### config.mk
export PLATFORM = sky130hd
export DESIGN_NAME = remote_control_io_handler
export DESIGN_NICKNAME = d
export VERILOG_FILES = /design/src/rcio_pkg.sv /design/src/remote_control_io_handler.sv
export SDC_FILE = /design/constraint.sdc
export NUM_CORES = 1
export LEC_CHECK = 0
export BUFFER_PORTS_ARGS = -buffer_cell sky130_fd_sc_hd__buf_4
export CAP_MARGIN = 15
export CORE_AREA = 3 3 180 164
export DETAILED_ROUTE_END_ITERATION = 8
export DIE_AREA = 0 0 183 167
export PLACE_DENSITY = 0.86
export SLEW_MARGIN = 10
export SYNTH_ARGS = -nofsm -noshare
export SYNTH_HDL_FRONTEND = slang
export SYNTH_SLANG_ARGS = --single-unit
### constraint.sdc
create_clock -name clk_sys_in -period 2.7 [get_ports clk_sys_in]
set_input_delay 0.405 -clock clk_sys_in [delete_from_list [all_inputs] [get_ports clk_sys_in]]
set_output_delay 0.405 -clock clk_sys_in [all_outputs]
set_load 0.05 [all_outputs]
### src/rcio_pkg.sv
package rcio_pkg;

    localparam int CLK_HZ = 40_000_000;
    localparam int MS_PER_S = 1000;
    localparam int DEBOUNCE_MS = 5;
    localparam int DONE_PULSE_MS = 40;
    localparam int FLASH_HALF_MS = 250;
    localparam int MS_CYCLES = CLK_HZ / MS_PER_S;
    localparam int DEBOUNCE_CYCLES = DEBOUNCE_MS * MS_CYCLES;
    localparam int DONE_PULSE_CYCLES = DONE_PULSE_MS * MS_CYCLES;

    localparam int DEB_W = 18;
    localparam int DONE_W = 21;
    localparam int MS_W = 16;
    localparam int ADDR_W = 8;

    // contact input positions in the debounced vector
    localparam int IN_DIODE = 0;
    localparam int IN_FCLR = 1;
    localparam int IN_START = 2;
    localparam int IN_STOP = 3;
    localparam int IN_AIM = 4;
    localparam int IN_REMOTE = 5;
    localparam int IN_SHUT = 6;
    localparam int IN_BEAM1 = 7;
    localparam int N_IN = 10;
    // laser status pins, synchronised only
    localparam int PIN_FAULT = 10;
    localparam int PIN_SHDN_DONE = 11;
    localparam int PIN_CARD_BUSY = 12;
    localparam int N_PIN = 13;

    localparam logic [ADDR_W-1:0] CTRL_OFS = 8'h00;
    localparam logic [ADDR_W-1:0] COOL_OFS = 8'h04;
    localparam logic [ADDR_W-1:0] STATUS_OFS = 8'h08;
    localparam logic [ADDR_W-1:0] IRQ_STAT_OFS = 8'h0C;
    localparam logic [ADDR_W-1:0] IRQ_MASK_OFS = 8'h10;

    localparam int CTRL_SW_REMOTE_BIT = 0;
    localparam int CTRL_SHUT_VAR_BIT = 1;
    localparam int CTRL_W = 2;
    localparam logic [CTRL_W-1:0] CTRL_RESET = 2'h0;
    localparam logic [MS_W-1:0] COOL_RESET = 16'h0BB8;

    localparam int IRQ_FAULT = 0;
    localparam int IRQ_DONE = 1;
    localparam int IRQ_COOL_END = 2;
    localparam int IRQ_MODE = 3;
    localparam int IRQ_W = 4;
    localparam logic [IRQ_W-1:0] IRQ_MASK_RESET = 4'h0;

    localparam int ST_DIODE = 0;
    localparam int ST_FAULT = 1;
    localparam int ST_SCAN = 2;
    localparam int ST_COOL = 3;
    localparam int ST_REMOTE = 4;
    localparam int ST_AIM = 5;
    localparam int ST_ARMED = 6;
    localparam int ST_BEAM_LO = 7;
    localparam int ST_SHUT = 9;
    localparam int ST_CARD = 10;

    localparam logic [1:0] RESP_OKAY = 2'h0;
    localparam logic [1:0] RESP_SLVERR = 2'h2;

    typedef enum logic [1:0] {DIODE_OFF, DIODE_ON, DIODE_COOL} diode_state_t;

endpackage

### src/remote_control_io_handler.sv
// Summary of operation
// - diode runs while diode-enable contact is closed, stops when it opens
// - closing fault-clear returns the fault output to its no-fault state
// - scan-start closing begins emission and scanning in remote operation
// - scan-stop closing halts emission in remote operation
// - aiming beam on at closing edge, off at opening edge
// - remote-select closed or software remote setting means remote mode; otherwise command inputs ignored
// - start and stop enabled by software remote setting or remote-select input
// - shutter variant: shutter-open input opens shutter and arms emission
// - multi-input variant: beam-select 1 to 3 picks input unit and arms
// - ready indicator flashes throughout cool-down after diode switch-off
// - cool-down duration is a setting supplied for the laser equipment
// - when diode shutdown completes, ready indicator goes out and cool-down ends
// - a fault opens the fault output until a fault clear arrives
// - emission-done output closes for 40 ms after each emission
// - input-acceptable output closed only while remote-select is closed
// - scan-ready held open while scanning or writing the memory card
//
// The register addresses and register access over AXI4-Lite were chosen for this implementation.
module remote_control_io_handler
    import rcio_pkg::*;
#(
    parameter int MS_CYC = MS_CYCLES,
    parameter int DEB_CYC = DEBOUNCE_CYCLES,
    parameter int DONE_CYC = DONE_PULSE_CYCLES
) (
    input wire logic clk_sys_in,
    input wire logic sys_rst_in,
    input wire logic diode_enable_input_in,
    input wire logic fault_clear_in,
    input wire logic scan_start_in,
    input wire logic scan_stop_in,
    input wire logic aim_beam_in,
    input wire logic remote_select_in,
    input wire logic shutter_open_in,
    input wire logic beam_select1_in,
    input wire logic beam_select2_in,
    input wire logic beam_select3_in,
    input wire logic fault_event_in,
    input wire logic shutdown_done_in,
    input wire logic card_busy_in,
    output logic diode_powered_output_out,
    output logic fault_ok_out,
    output logic emission_out,
    output logic scanning_out,
    output logic aim_beam_out,
    output logic input_ok_out,
    output logic shutter_open_out,
    output logic [1:0] beam_unit_out,
    output logic armed_out,
    output logic ready_ind_out,
    output logic scan_ready_output_out,
    output logic emission_done_out,
    output logic irq_out,
    input wire logic [ADDR_W-1:0] s_axi_awaddr,
    input wire logic s_axi_awvalid,
    output logic s_axi_awready,
    input wire logic [31:0] s_axi_wdata,
    input wire logic [3:0] s_axi_wstrb,
    input wire logic s_axi_wvalid,
    output logic s_axi_wready,
    output logic [1:0] s_axi_bresp,
    output logic s_axi_bvalid,
    input wire logic s_axi_bready,
    input wire logic [ADDR_W-1:0] s_axi_araddr,
    input wire logic s_axi_arvalid,
    output logic s_axi_arready,
    output logic [31:0] s_axi_rdata,
    output logic [1:0] s_axi_rresp,
    output logic s_axi_rvalid,
    input wire logic s_axi_rready
);

    function automatic logic [31:0] merge_bytes(input logic [31:0] old_v,
                                                input logic [31:0] new_v,
                                                input logic [3:0] strb);
        logic [31:0] r;
        r = old_v;
        for (int b = 0; b < 4; b++) begin
            if (strb[b]) r[8*b +: 8] = new_v[8*b +: 8];
        end
        return r;
    endfunction

    // ---------------- input conditioning
    wire [N_PIN-1:0] pin_raw = {card_busy_in, shutdown_done_in, fault_event_in,
        beam_select3_in, beam_select2_in, beam_select1_in, shutter_open_in,
        remote_select_in, aim_beam_in, scan_stop_in, scan_start_in, fault_clear_in,
        diode_enable_input_in};
    logic [N_PIN-1:0] sync1_reg;
    logic [N_PIN-1:0] sync2_reg;
    logic [N_IN-1:0] db;
    logic [N_IN-1:0] db_prev_reg;

    always_ff @(posedge clk_sys_in) begin
        if (sys_rst_in) begin
            sync1_reg <= '0;
            sync2_reg <= '0;
            db_prev_reg <= '0;
        end else begin
            sync1_reg <= pin_raw;
            sync2_reg <= sync1_reg;
            db_prev_reg <= db;
        end
    end

    // a contact must hold its new level for the whole window before it counts
    for (genvar i = 0; i < N_IN; i++) begin : g_deb
        logic [DEB_W-1:0] cnt_reg;
        logic lvl_reg;
        always_ff @(posedge clk_sys_in) begin
            if (sys_rst_in) begin
                cnt_reg <= '0;
                lvl_reg <= 1'b0;
            end else if (sync2_reg[i] == lvl_reg) begin
                cnt_reg <= '0;
            end else if (cnt_reg == DEB_W'(DEB_CYC - 1)) begin
                lvl_reg <= sync2_reg[i];
                cnt_reg <= '0;
            end else begin
                cnt_reg <= cnt_reg + 1'b1;
            end
        end
        assign db[i] = lvl_reg;
    end

    // ---------------- registers and state
    logic [CTRL_W-1:0] ctrl_reg;
    logic [MS_W-1:0] cool_ms_reg;
    logic [IRQ_W-1:0] irq_stat_reg;
    logic [IRQ_W-1:0] irq_mask_reg;
    diode_state_t state_reg;
    logic [MS_W-1:0] cool_left_reg;
    logic [MS_W-1:0] ms_div_reg;
    logic [MS_W-1:0] flash_ms_reg;
    logic flash_reg;
    logic fault_reg;
    logic scanning_reg;
    logic aim_reg;
    logic shut_reg;
    logic [1:0] beam_reg;
    logic remote_prev_reg;
    logic [DONE_W-1:0] done_cnt_reg;
    logic done_reg;

    wire remote_mode = db[IN_REMOTE] | ctrl_reg[CTRL_SW_REMOTE_BIT];
    wire [N_IN-1:0] rise = db & ~db_prev_reg;
    wire [N_IN-1:0] fall = ~db & db_prev_reg;
    wire [N_IN-1:0] cmd_rise = rise & {N_IN{remote_mode}};
    wire [N_IN-1:0] cmd_fall = fall & {N_IN{remote_mode}};
    wire shut_var = ctrl_reg[CTRL_SHUT_VAR_BIT];
    wire fault_pin = sync2_reg[PIN_FAULT];
    wire card_busy = sync2_reg[PIN_CARD_BUSY];
    wire shdn_done = sync2_reg[PIN_SHDN_DONE];
    wire ms_tick = (ms_div_reg == MS_W'(MS_CYC - 1));
    wire armed = shut_var ? shut_reg : (beam_reg != 2'h0);
    wire cool_over = shdn_done | (cool_left_reg == '0);
    wire diode_go_on = remote_mode & db[IN_DIODE] & ~fault_reg;
    wire diode_go_off = remote_mode & ~db[IN_DIODE];
    wire scan_begin = cmd_rise[IN_START] & (state_reg == DIODE_ON) & ~fault_reg & armed;
    wire scan_end = scanning_reg &
        (cmd_rise[IN_STOP] | (state_reg != DIODE_ON) | fault_reg);
    wire [2:0] beam_rise = cmd_rise[IN_BEAM1 +: 3];
    wire [1:0] beam_pick = beam_rise[0] ? 2'h1 : (beam_rise[1] ? 2'h2 : 2'h3);

    // ---------------- bus handshake
    logic aw_held_reg;
    logic w_held_reg;
    logic [ADDR_W-1:0] aw_addr_reg;
    logic [31:0] w_data_reg;
    logic [3:0] w_strb_reg;
    wire aw_hs = s_axi_awvalid & s_axi_awready;
    wire w_hs = s_axi_wvalid & s_axi_wready;
    wire ar_hs = s_axi_arvalid & s_axi_arready;
    wire do_write = aw_held_reg & w_held_reg & ~s_axi_bvalid;
    wire wr_ctrl = do_write & (aw_addr_reg == CTRL_OFS);
    wire wr_cool = do_write & (aw_addr_reg == COOL_OFS);
    wire wr_mask = do_write & (aw_addr_reg == IRQ_MASK_OFS);
    wire wr_ro = do_write & ((aw_addr_reg == STATUS_OFS) | (aw_addr_reg == IRQ_STAT_OFS));
    wire wr_hit = wr_ctrl | wr_cool | wr_mask | wr_ro;
    wire rd_stat_clr = ar_hs & (s_axi_araddr == IRQ_STAT_OFS);
    wire [31:0] wmerged_ctrl = merge_bytes(32'(ctrl_reg), w_data_reg, w_strb_reg);
    wire [31:0] wmerged_cool = merge_bytes(32'(cool_ms_reg), w_data_reg, w_strb_reg);
    wire [31:0] wmerged_mask = merge_bytes(32'(irq_mask_reg), w_data_reg, w_strb_reg);

    wire [10:0] status_word = {card_busy, shut_reg, beam_reg, armed, aim_reg, remote_mode,
        state_reg == DIODE_COOL, scanning_reg, fault_reg, state_reg == DIODE_ON};
    wire rd_hit = (s_axi_araddr == CTRL_OFS) | (s_axi_araddr == COOL_OFS) |
        (s_axi_araddr == STATUS_OFS) | (s_axi_araddr == IRQ_STAT_OFS) |
        (s_axi_araddr == IRQ_MASK_OFS);
    wire [31:0] rd_sel = (s_axi_araddr == CTRL_OFS) ? 32'(ctrl_reg) :
        (s_axi_araddr == COOL_OFS) ? 32'(cool_ms_reg) :
        (s_axi_araddr == STATUS_OFS) ? 32'(status_word) :
        (s_axi_araddr == IRQ_STAT_OFS) ? 32'(irq_stat_reg) :
        (s_axi_araddr == IRQ_MASK_OFS) ? 32'(irq_mask_reg) : 32'h0000_0000;

    // ---------------- events and interrupt
    wire mode_chg = remote_mode ^ remote_prev_reg;
    wire cool_end = (state_reg == DIODE_COOL) & cool_over;
    wire fault_set = fault_pin & ~fault_reg;
    wire [IRQ_W-1:0] events = {mode_chg, cool_end, scan_end, fault_set};
    // a new event in the clearing read's cycle survives
    wire [IRQ_W-1:0] irq_stat_next = (irq_stat_reg & ~{IRQ_W{rd_stat_clr}}) | events;

    always_ff @(posedge clk_sys_in) begin
        if (sys_rst_in) begin
            s_axi_awready <= 1'b1;
            s_axi_wready <= 1'b1;
            s_axi_bvalid <= 1'b0;
            s_axi_bresp <= RESP_OKAY;
            aw_held_reg <= 1'b0;
            w_held_reg <= 1'b0;
            aw_addr_reg <= '0;
            w_data_reg <= '0;
            w_strb_reg <= '0;
        end else begin
            if (aw_hs) begin
                aw_held_reg <= 1'b1;
                aw_addr_reg <= s_axi_awaddr;
                s_axi_awready <= 1'b0;
            end
            if (w_hs) begin
                w_held_reg <= 1'b1;
                w_data_reg <= s_axi_wdata;
                w_strb_reg <= s_axi_wstrb;
                s_axi_wready <= 1'b0;
            end
            if (do_write) begin
                aw_held_reg <= 1'b0;
                w_held_reg <= 1'b0;
                s_axi_bvalid <= 1'b1;
                s_axi_bresp <= wr_hit ? RESP_OKAY : RESP_SLVERR;
            end else if (s_axi_bvalid & s_axi_bready) begin
                s_axi_bvalid <= 1'b0;
                s_axi_awready <= 1'b1;
                s_axi_wready <= 1'b1;
            end
        end
    end

    always_ff @(posedge clk_sys_in) begin
        if (sys_rst_in) begin
            s_axi_arready <= 1'b1;
            s_axi_rvalid <= 1'b0;
            s_axi_rdata <= '0;
            s_axi_rresp <= RESP_OKAY;
        end else if (ar_hs) begin
            s_axi_arready <= 1'b0;
            s_axi_rvalid <= 1'b1;
            s_axi_rdata <= rd_sel;
            s_axi_rresp <= rd_hit ? RESP_OKAY : RESP_SLVERR;
        end else if (s_axi_rvalid & s_axi_rready) begin
            s_axi_rvalid <= 1'b0;
            s_axi_arready <= 1'b1;
        end
    end

    always_ff @(posedge clk_sys_in) begin
        if (sys_rst_in) begin
            ctrl_reg <= CTRL_RESET;
            cool_ms_reg <= COOL_RESET;
            irq_mask_reg <= IRQ_MASK_RESET;
            irq_stat_reg <= '0;
            irq_out <= 1'b0;
        end else begin
            if (wr_ctrl) ctrl_reg <= wmerged_ctrl[CTRL_W-1:0];
            if (wr_cool) cool_ms_reg <= wmerged_cool[MS_W-1:0];
            if (wr_mask) irq_mask_reg <= wmerged_mask[IRQ_W-1:0];
            irq_stat_reg <= irq_stat_next;
            irq_out <= |(irq_stat_next & irq_mask_reg);
        end
    end

    // ---------------- diode and cool-down
    always_ff @(posedge clk_sys_in) begin
        if (sys_rst_in) begin
            state_reg <= DIODE_OFF;
            cool_left_reg <= '0;
        end else begin
            case (state_reg)
                DIODE_OFF: if (diode_go_on) state_reg <= DIODE_ON;
                DIODE_ON: begin
                    if (diode_go_off) begin
                        state_reg <= DIODE_COOL;
                        cool_left_reg <= cool_ms_reg;
                    end
                end
                DIODE_COOL: begin
                    if (cool_over) state_reg <= DIODE_OFF;
                    else if (ms_tick) cool_left_reg <= cool_left_reg - 1'b1;
                end
                default: state_reg <= DIODE_OFF;
            endcase
        end
    end

    // shared millisecond divider; flash phase restarts with each cool-down
    always_ff @(posedge clk_sys_in) begin
        if (sys_rst_in) begin
            ms_div_reg <= '0;
            flash_ms_reg <= '0;
            flash_reg <= 1'b0;
        end else begin
            ms_div_reg <= ms_tick ? '0 : ms_div_reg + 1'b1;
            if (state_reg != DIODE_COOL) begin
                flash_ms_reg <= '0;
                flash_reg <= 1'b1;
            end else if (ms_tick) begin
                if (flash_ms_reg == MS_W'(FLASH_HALF_MS - 1)) begin
                    flash_ms_reg <= '0;
                    flash_reg <= ~flash_reg;
                end else begin
                    flash_ms_reg <= flash_ms_reg + 1'b1;
                end
            end
        end
    end

    // ---------------- commands
    always_ff @(posedge clk_sys_in) begin
        if (sys_rst_in) begin
            {fault_reg, scanning_reg, aim_reg, shut_reg, remote_prev_reg} <= '0;
            beam_reg <= 2'h0;
        end else begin
            remote_prev_reg <= remote_mode;
            if (fault_pin) fault_reg <= 1'b1;
            else if (cmd_rise[IN_FCLR]) fault_reg <= 1'b0;
            if (scan_end) scanning_reg <= 1'b0;
            else if (scan_begin) scanning_reg <= 1'b1;
            if (cmd_rise[IN_AIM]) aim_reg <= 1'b1;
            else if (cmd_fall[IN_AIM]) aim_reg <= 1'b0;
            if (!shut_var) shut_reg <= 1'b0;
            else if (remote_mode) shut_reg <= db[IN_SHUT];
            if (shut_var) beam_reg <= 2'h0;
            else if (|beam_rise) beam_reg <= beam_pick;
        end
    end

    // emission-done pulse; a new emission end restarts the full width
    always_ff @(posedge clk_sys_in) begin
        if (sys_rst_in) begin
            done_reg <= 1'b0;
            done_cnt_reg <= '0;
        end else if (scan_end) begin
            done_reg <= 1'b1;
            done_cnt_reg <= DONE_W'(DONE_CYC - 1);
        end else if (done_reg) begin
            if (done_cnt_reg == '0) begin
                done_reg <= 1'b0;
            end else begin
                done_cnt_reg <= done_cnt_reg - 1'b1;
            end
        end
    end

    // ---------------- output flops
    always_ff @(posedge clk_sys_in) begin
        if (sys_rst_in) begin
            {diode_powered_output_out, fault_ok_out, emission_out, scanning_out} <= '0;
            {aim_beam_out, input_ok_out, shutter_open_out, beam_unit_out, armed_out} <= '0;
            {ready_ind_out, scan_ready_output_out, emission_done_out} <= '0;
        end else begin
            diode_powered_output_out <= (state_reg == DIODE_ON);
            fault_ok_out <= ~fault_reg;
            emission_out <= scanning_reg;
            scanning_out <= scanning_reg;
            aim_beam_out <= aim_reg;
            input_ok_out <= db[IN_REMOTE];
            shutter_open_out <= shut_reg;
            beam_unit_out <= beam_reg;
            armed_out <= armed;
            ready_ind_out <= ((state_reg == DIODE_ON) & ~fault_reg) |
                ((state_reg == DIODE_COOL) & flash_reg);
            scan_ready_output_out <= (state_reg == DIODE_ON) & ~fault_reg &
                ~scanning_reg & ~card_busy;
            emission_done_out <= done_reg;
        end
    end

endmodule

* After elaboration in Yosys (flattened, before gate mapping)
Cells that the tools add are included.
Widths: inputs -> output; s select.
** Storage, ports and cells
- Register bits :: 414
- Word-level logic and storage cells :: 283
- Input port bits :: 72
- Bits in latches :: 0
- RAM bits :: 0
- Memories kept :: 0
- Bits in read-only memories :: 0
** Operators by class
- Multiply operators :: 0
- Bitwise operators :: 67
- Divide/modulo/power cells :: 0
- Reduce and logical (&&, ||, !) cells :: 51
- $lt $le $gt $ge :: 0
- Equality and inequality tests :: 40
- Shift-type cells :: 0
- Add/sub/neg operators :: 14
- Multiplexer cells :: 44
** Operator list (count)
- $add 18x1->18 const B :: 10
- $eq 18x18->1 const B :: 10
- $mux 16 :: 6
- $mux 21 :: 3
- $reduce_and 2->1 :: 17
- $reduce_or 3->1 :: 11
- $add 16x1->16 const B :: 2
- $eq 8x4->1 const B :: 4
- $pmux 16 s2 :: 1
- $and 1x1->1 :: 25
- $mux 1 :: 24
- $logic_not 21->1 :: 1
- $sub 21x1->21 const B :: 1
- $and 10x10->10 :: 2
- $not 1->1 :: 18
- $reduce_bool 2->1 :: 9
- $eq 16x16->1 const B :: 1
- $eq 16x8->1 const B :: 1
- $eq 8x3->1 const B :: 2
- $eq 8x5->1 const B :: 2
- $logic_not 16->1 :: 1
- $logic_not 8->1 :: 2
- $sub 16x1->16 const B :: 1
- $ne 2x2->1 const B :: 7
- other kinds (21) :: 55

* Longest topological paths before layout
- Depth after elaboration :: 9
- Depth in mapped cells :: 8
- Gate-level depth less buffers :: 7

* Worst setup path before layout
No wires, ideal clock.
- Path kind :: input-to-reg
- From :: in s_axi_araddr[0]
- To :: reg s_axi_rdata[10]
- Arrival :: 2.000 ns
- Slack :: 0.630 ns
- Stages :: 6
- Required time :: 2.630 ns
- Library setup time :: 0.070 ns
- Path through :: or4_4 > or4_4 > nor3b_4 > buf_6 > a22oi_1 > a21oi_1
** On the way
- Cells in the longest elaborated chain, start to end :: 4
- Elaborated cells on any way between the ends :: 6
- Classes of those cells :: 2 x eq/ne; 3 x mux; 1 x reduce/logical
** Ends and longest elaborated chain
- from (decl) :: RTL line remote_control_io_handler.sv:65 : input wire logic [ADDR_W-1:0] s_axi_araddr,
- $eq 8x4->1 :: RTL line remote_control_io_handler.sv:193 : (s_axi_araddr == STATUS_OFS) ? 32'(status_word) :
- $mux 11 :: RTL line remote_control_io_handler.sv:193
- $mux 16 :: RTL line remote_control_io_handler.sv:192 : (s_axi_araddr == COOL_OFS) ? 32'(cool_ms_reg) :
- $mux 16 (*) :: RTL line remote_control_io_handler.sv:191 : wire [31:0] rd_sel = (s_axi_araddr == CTRL_OFS) ? 32'(ctrl_reg) :
- to (signal assigned) :: RTL line remote_control_io_handler.sv:250 : s_axi_rdata <= rd_sel;
- to (decl) :: RTL line remote_control_io_handler.sv:68 : output logic [31:0] s_axi_rdata,
Mark *: on every way between the ends. The rest lies on a longest branch, timed or not.
A chain may end at the register's enable or synchronous reset.

* Worst setup path in the final report
- From :: reg cool_left_reg[0]
- To :: reg cool_left_reg[14]
** On the way
- Cells in the longest elaborated chain, start to end :: 4
- Elaborated cells on any way between the ends :: 8
- Classes of those cells :: 1 x add/sub; 1 x eq/ne; 3 x mux; 1 x bitwise; 2 x reduce/logical
** Ends and longest elaborated chain
- from (decl) :: RTL line remote_control_io_handler.sv:133 : logic [MS_W-1:0] cool_left_reg;
- from (signal assigned) :: RTL line remote_control_io_handler.sv:285 : cool_left_reg <= cool_ms_reg;
- from (signal assigned) :: RTL line remote_control_io_handler.sv:290 : else if (ms_tick) cool_left_reg <= cool_left_reg - 1'b1;
- $sub 16x1->16 or $logic_not 16->1 (tied branches) :: RTL line remote_control_io_handler.sv:290, remote_control_io_handler.sv:157
- $mux 16 or $or 1x1->1 (tied branches) :: RTL line remote_control_io_handler.sv:290, remote_control_io_handler.sv:157
- $mux 16 or $ne 2x2->1 (tied branches)
- $pmux 16 s2 or $reduce_and 4->1 (tied branches)
Parallel ways exist; a longest one is shown, timed or not. The select of a mux whose other input is x is not followed.

==> flow_summary.json <==
{
  "outcome": "finished clean",
  "slew_headroom_pct": 40.5,
  "swShare_pct": 22.0,
  "die_h_um": 167,
  "syn_inst": 1890,
  "yosysSeqAreaShare_pct": 47.4,
  "tightest_slew_ns": 0.890,
  "synthMuxAreaShare_pct": 1.42,
  "start_util_pct": 59.6,
  "cts_buffers": 40,
  "synth_area_mm2": 0.0166,
  "met3_usage_pct": 4.61,
  "min_to": "s_axi_wready",
  "clkLatencyLatePin_ns": 0.53,
  "fin_skew_ns": 0.0101,
  "drc_errors": 0,
  "area_growth_pct": 13.5,
  "holdBufCountCts": 0,
  "drtAntennaViolNets": 0,
  "syn_avg_cell_area_um2": 8.79,
  "yosys.area_share.xor_xnor_pct": 10.8,
  "cts_resized": 0,
  "layout.nets": 2051,
  "vias_per_cell": 5.64,
  "endpoint_kind": "flop",
  "dp_hpwl_mm": 23.9,
  "largest_reg_flops": 180,
  "maxCapViolCount": 0,
  "routed_wl_mm": 35.8,
  "r2r_setup_slack_ns": 0.42,
  "synth_top_family_by_area": "simple AND/OR/NAND/NOR gates",
  "synth.distinct_cells": 72,
  "rr_startpoint": "cool_left_reg[0]",
  "yosysTopAreaCellShare_pct": 47.4,
  "place_area_mm2": 0.0175,
  "critPathKind": "reg2reg",
  "grt_max_degree": 80,
  "p_leak_nw": 6.69,
  "p_per_area_mw_per_mm2": 632,
  "antenna_found_initial": 0,
  "synth_compound_area_share_pct": 7.63,
  "ioPinCount": 127,
  "synthArstFlopShare_pct": 0,
  "total_power_mw": 11.9,
  "drt-pass1-iter-count": 7,
  "switchingPower_mw": 2.61,
  "sequentialPowerShare_pct": 49.6,
  "setup_viol": 0,
  "vias": 13300,
  "max-vdd-ir-drop_v": 0.000531,
  "grt_pass1_wl_mm": 60.5,
  "clkPwrFrac_pct": 47.2,
  "n_fill_cell": 2127,
  "combPwrFrac_pct": 3.2,
  "grt_use_met2_pct": 38.9,
  "grtUsageTotal_pct": 23.0,
  "rows": 58,
  "clock_sink_count": 393,
  "die_w_um": 183,
  "ys_seq_elements": 393,
  "synth-simple-area-share_pct": 27.7,
  "setup_tns_ns": 0,
  "grt_pass1_vias": 13000,
  "r2r_end": "cool_left_reg[14]",
  "ys_top_cells_by_area": "dfxtp_1 47%, nor2_1 6.7%, xor2_1 5.8%",
  "dieArea_mm2": 0.0306,
  "tritoncts": "yes",
  "use_met1_pct": 29.6,
  "cts.path.max_buffers": 3,
  "ys_dominant_reg_cell": "dfxtp_1",
  "ys_warn_count": 0,
  "root_buffer": "clkbuf_16",
  "drtIter0Drc": 953,
  "critPathArrivalTime_ns": 2.72,
  "diodes": 0,
  "p_int_mw": 9.30,
  "worstPathRequired_ns": 3.14,
  "grt_remaining_overflow": 0,
  "synth_edf_count": 0,
  "hp-start": "s_axi_wvalid",
  "worstHoldPathCells": 2,
  "r2r_cells": 7,
  "crit_fanout": 7,
  "port_buffers": 90,
  "busiest_layer": "met2",
  "htreeDepth": 2,
  "gp_congestion": 0.887,
  "rsz0062_at_grt": "false",
  "drv_slew": 0,
  "start_kind": "flop",
  "wl_per_cell_um": 15.2,
  "core_mm2": 0.0279,
  "final_area_mm2": 0.0189,
  "post-route-min-period_ns": 2.28,
  "fmax_mhz": 438,
  "drive_gt1_share_pct": 10.5,
  "yosysMostFrequentCell": "dfxtp_1",
  "synth_top_area_cell": "dfxtp_1",
  "hold_violations": 0,
  "clk_pin_slew_worst_paths_ns": 0.07,
  "period_share_pct": 84.5,
  "cts_setup_buffers": 0,
  "synthTopCellsByCount": "393 x dfxtp_1, 295 x nor2_1, 176 x nand2_1",
  "synth_adder_area_share_pct": 1.28,
  "min_path_type": "in2reg"
}
[power by group through the flow]
stage               sequential (mW)  combinational, mW  clock, mW
detailed placement             6.04              0.373          0
global route                   5.91              0.412       5.93
floorplan                      6.05              0.254          0
CTS                            5.91              0.378       5.70
finish                         5.91              0.378       5.62
global placement               6.04              0.367          0
[cell usage in the layout, fill, tap and decap left out, types with 5 or more instances in the layout]
master      instances
dfxtp_1           393
and2_1             16
clkbuf_16          42
nor2_1            295
o41ai_1             5
ha_1               17
mux2i_1            19
a21oi_1           104
nand4_1            51
nand3_1            87
o21ai_0            33
xor2_1            110
nand3b_1           12
inv_1              38
conb_1             18
nor4_1             24
or4_1              16
clkbuf_8            9
and4_1             21
nor4b_1             5
nor3b_1             7
a22oi_1            16
clkinvlp_4          5
a31oi_1            12
nand4b_1            7
nand2b_1           11
nand2_1           176
buf_4             104
clkinv_2            5
nor2b_1            50
or3_1              23
o31ai_1            11
xnor2_1            95
o211ai_1            6
or2_2               9
nor3_1             40
and3_1             33
[worst max-delay path by stage]
stage / start / end / slack, ns / cells past startpoint
2_1_floorplan: s_axi_araddr[0] / s_axi_rdata[10] / 0.63 / 6
3_3_place_gp: s_axi_araddr[0] / s_axi_rdata[13] / 0.32 / 7
3_5_place_dp: s_axi_araddr[0] / s_axi_rdata[13] / 0.31 / 7
4_1_cts: cool_left_reg[0] / cool_left_reg[14] / 0.45 / 7
5_1_grt: cool_left_reg[0] / cool_left_reg[14] / 0.21 / 7
6_report: cool_left_reg[0] / cool_left_reg[14] / 0.42 / 7
[stage by stage]
step	util [%]	std cells	hold slack [ns]	setup WS (ns)
after floorplan	-	1907	0.402	0.630
after global placement	62.7	2280	0.421	0.321
after detailed placement	62.7	2280	0.423	0.312
after CTS	67.7	2353	0.0663	0.451
after global routing	67.7	2353	0.0938	0.212
final	67.7	2353	0.0838	0.419
[routing by layer]
metal / routed length, um / vias to the layer above
met5: 0 / -
met4: 1010 / 0
met3: 2230 / 86
met2: 16800 / 367
met1: 15800 / 6210
li1: - / 6599
[worst max-delay path: stages (launching register included)]
cell     delay [ns]
dfxtp_1        0.37
inv_1          0.11
ha_1           0.20
nor4b_1        0.13
a41o_1         0.30
o32ai_1        0.46
nand2_1        0.29
o32ai_1        0.32
[cell families after synthesis]
family	Yosys count
AO/OA/AOI/OAI	212
buffers and inverters	133
flip-flops	393
XOR/XNOR	205
multiplexers	22
AND/OR/NAND/NOR	907
other	1
adder cells (fa/ha/maj)	17
[area by class of cell]
| cell class | count | area (um^2) | share of cell area, % |
|---|---|---|---|
| Multi-Input combinational cell | 1381 | 8190 | 43.4 |
| Sequential cell | 393 | 7870 | 41.7 |
| Clock buffer | 55 | 1190 | 6.31 |
| Timing Repair Buffer | 107 | 832 | 4.41 |
| Tap cell | 360 | 450 | 2.39 |
| Clock inverter | 18 | 183 | 0.969 |
| Inverter | 39 | 146 | 0.776 |
(Power assumes the default switching activity.)
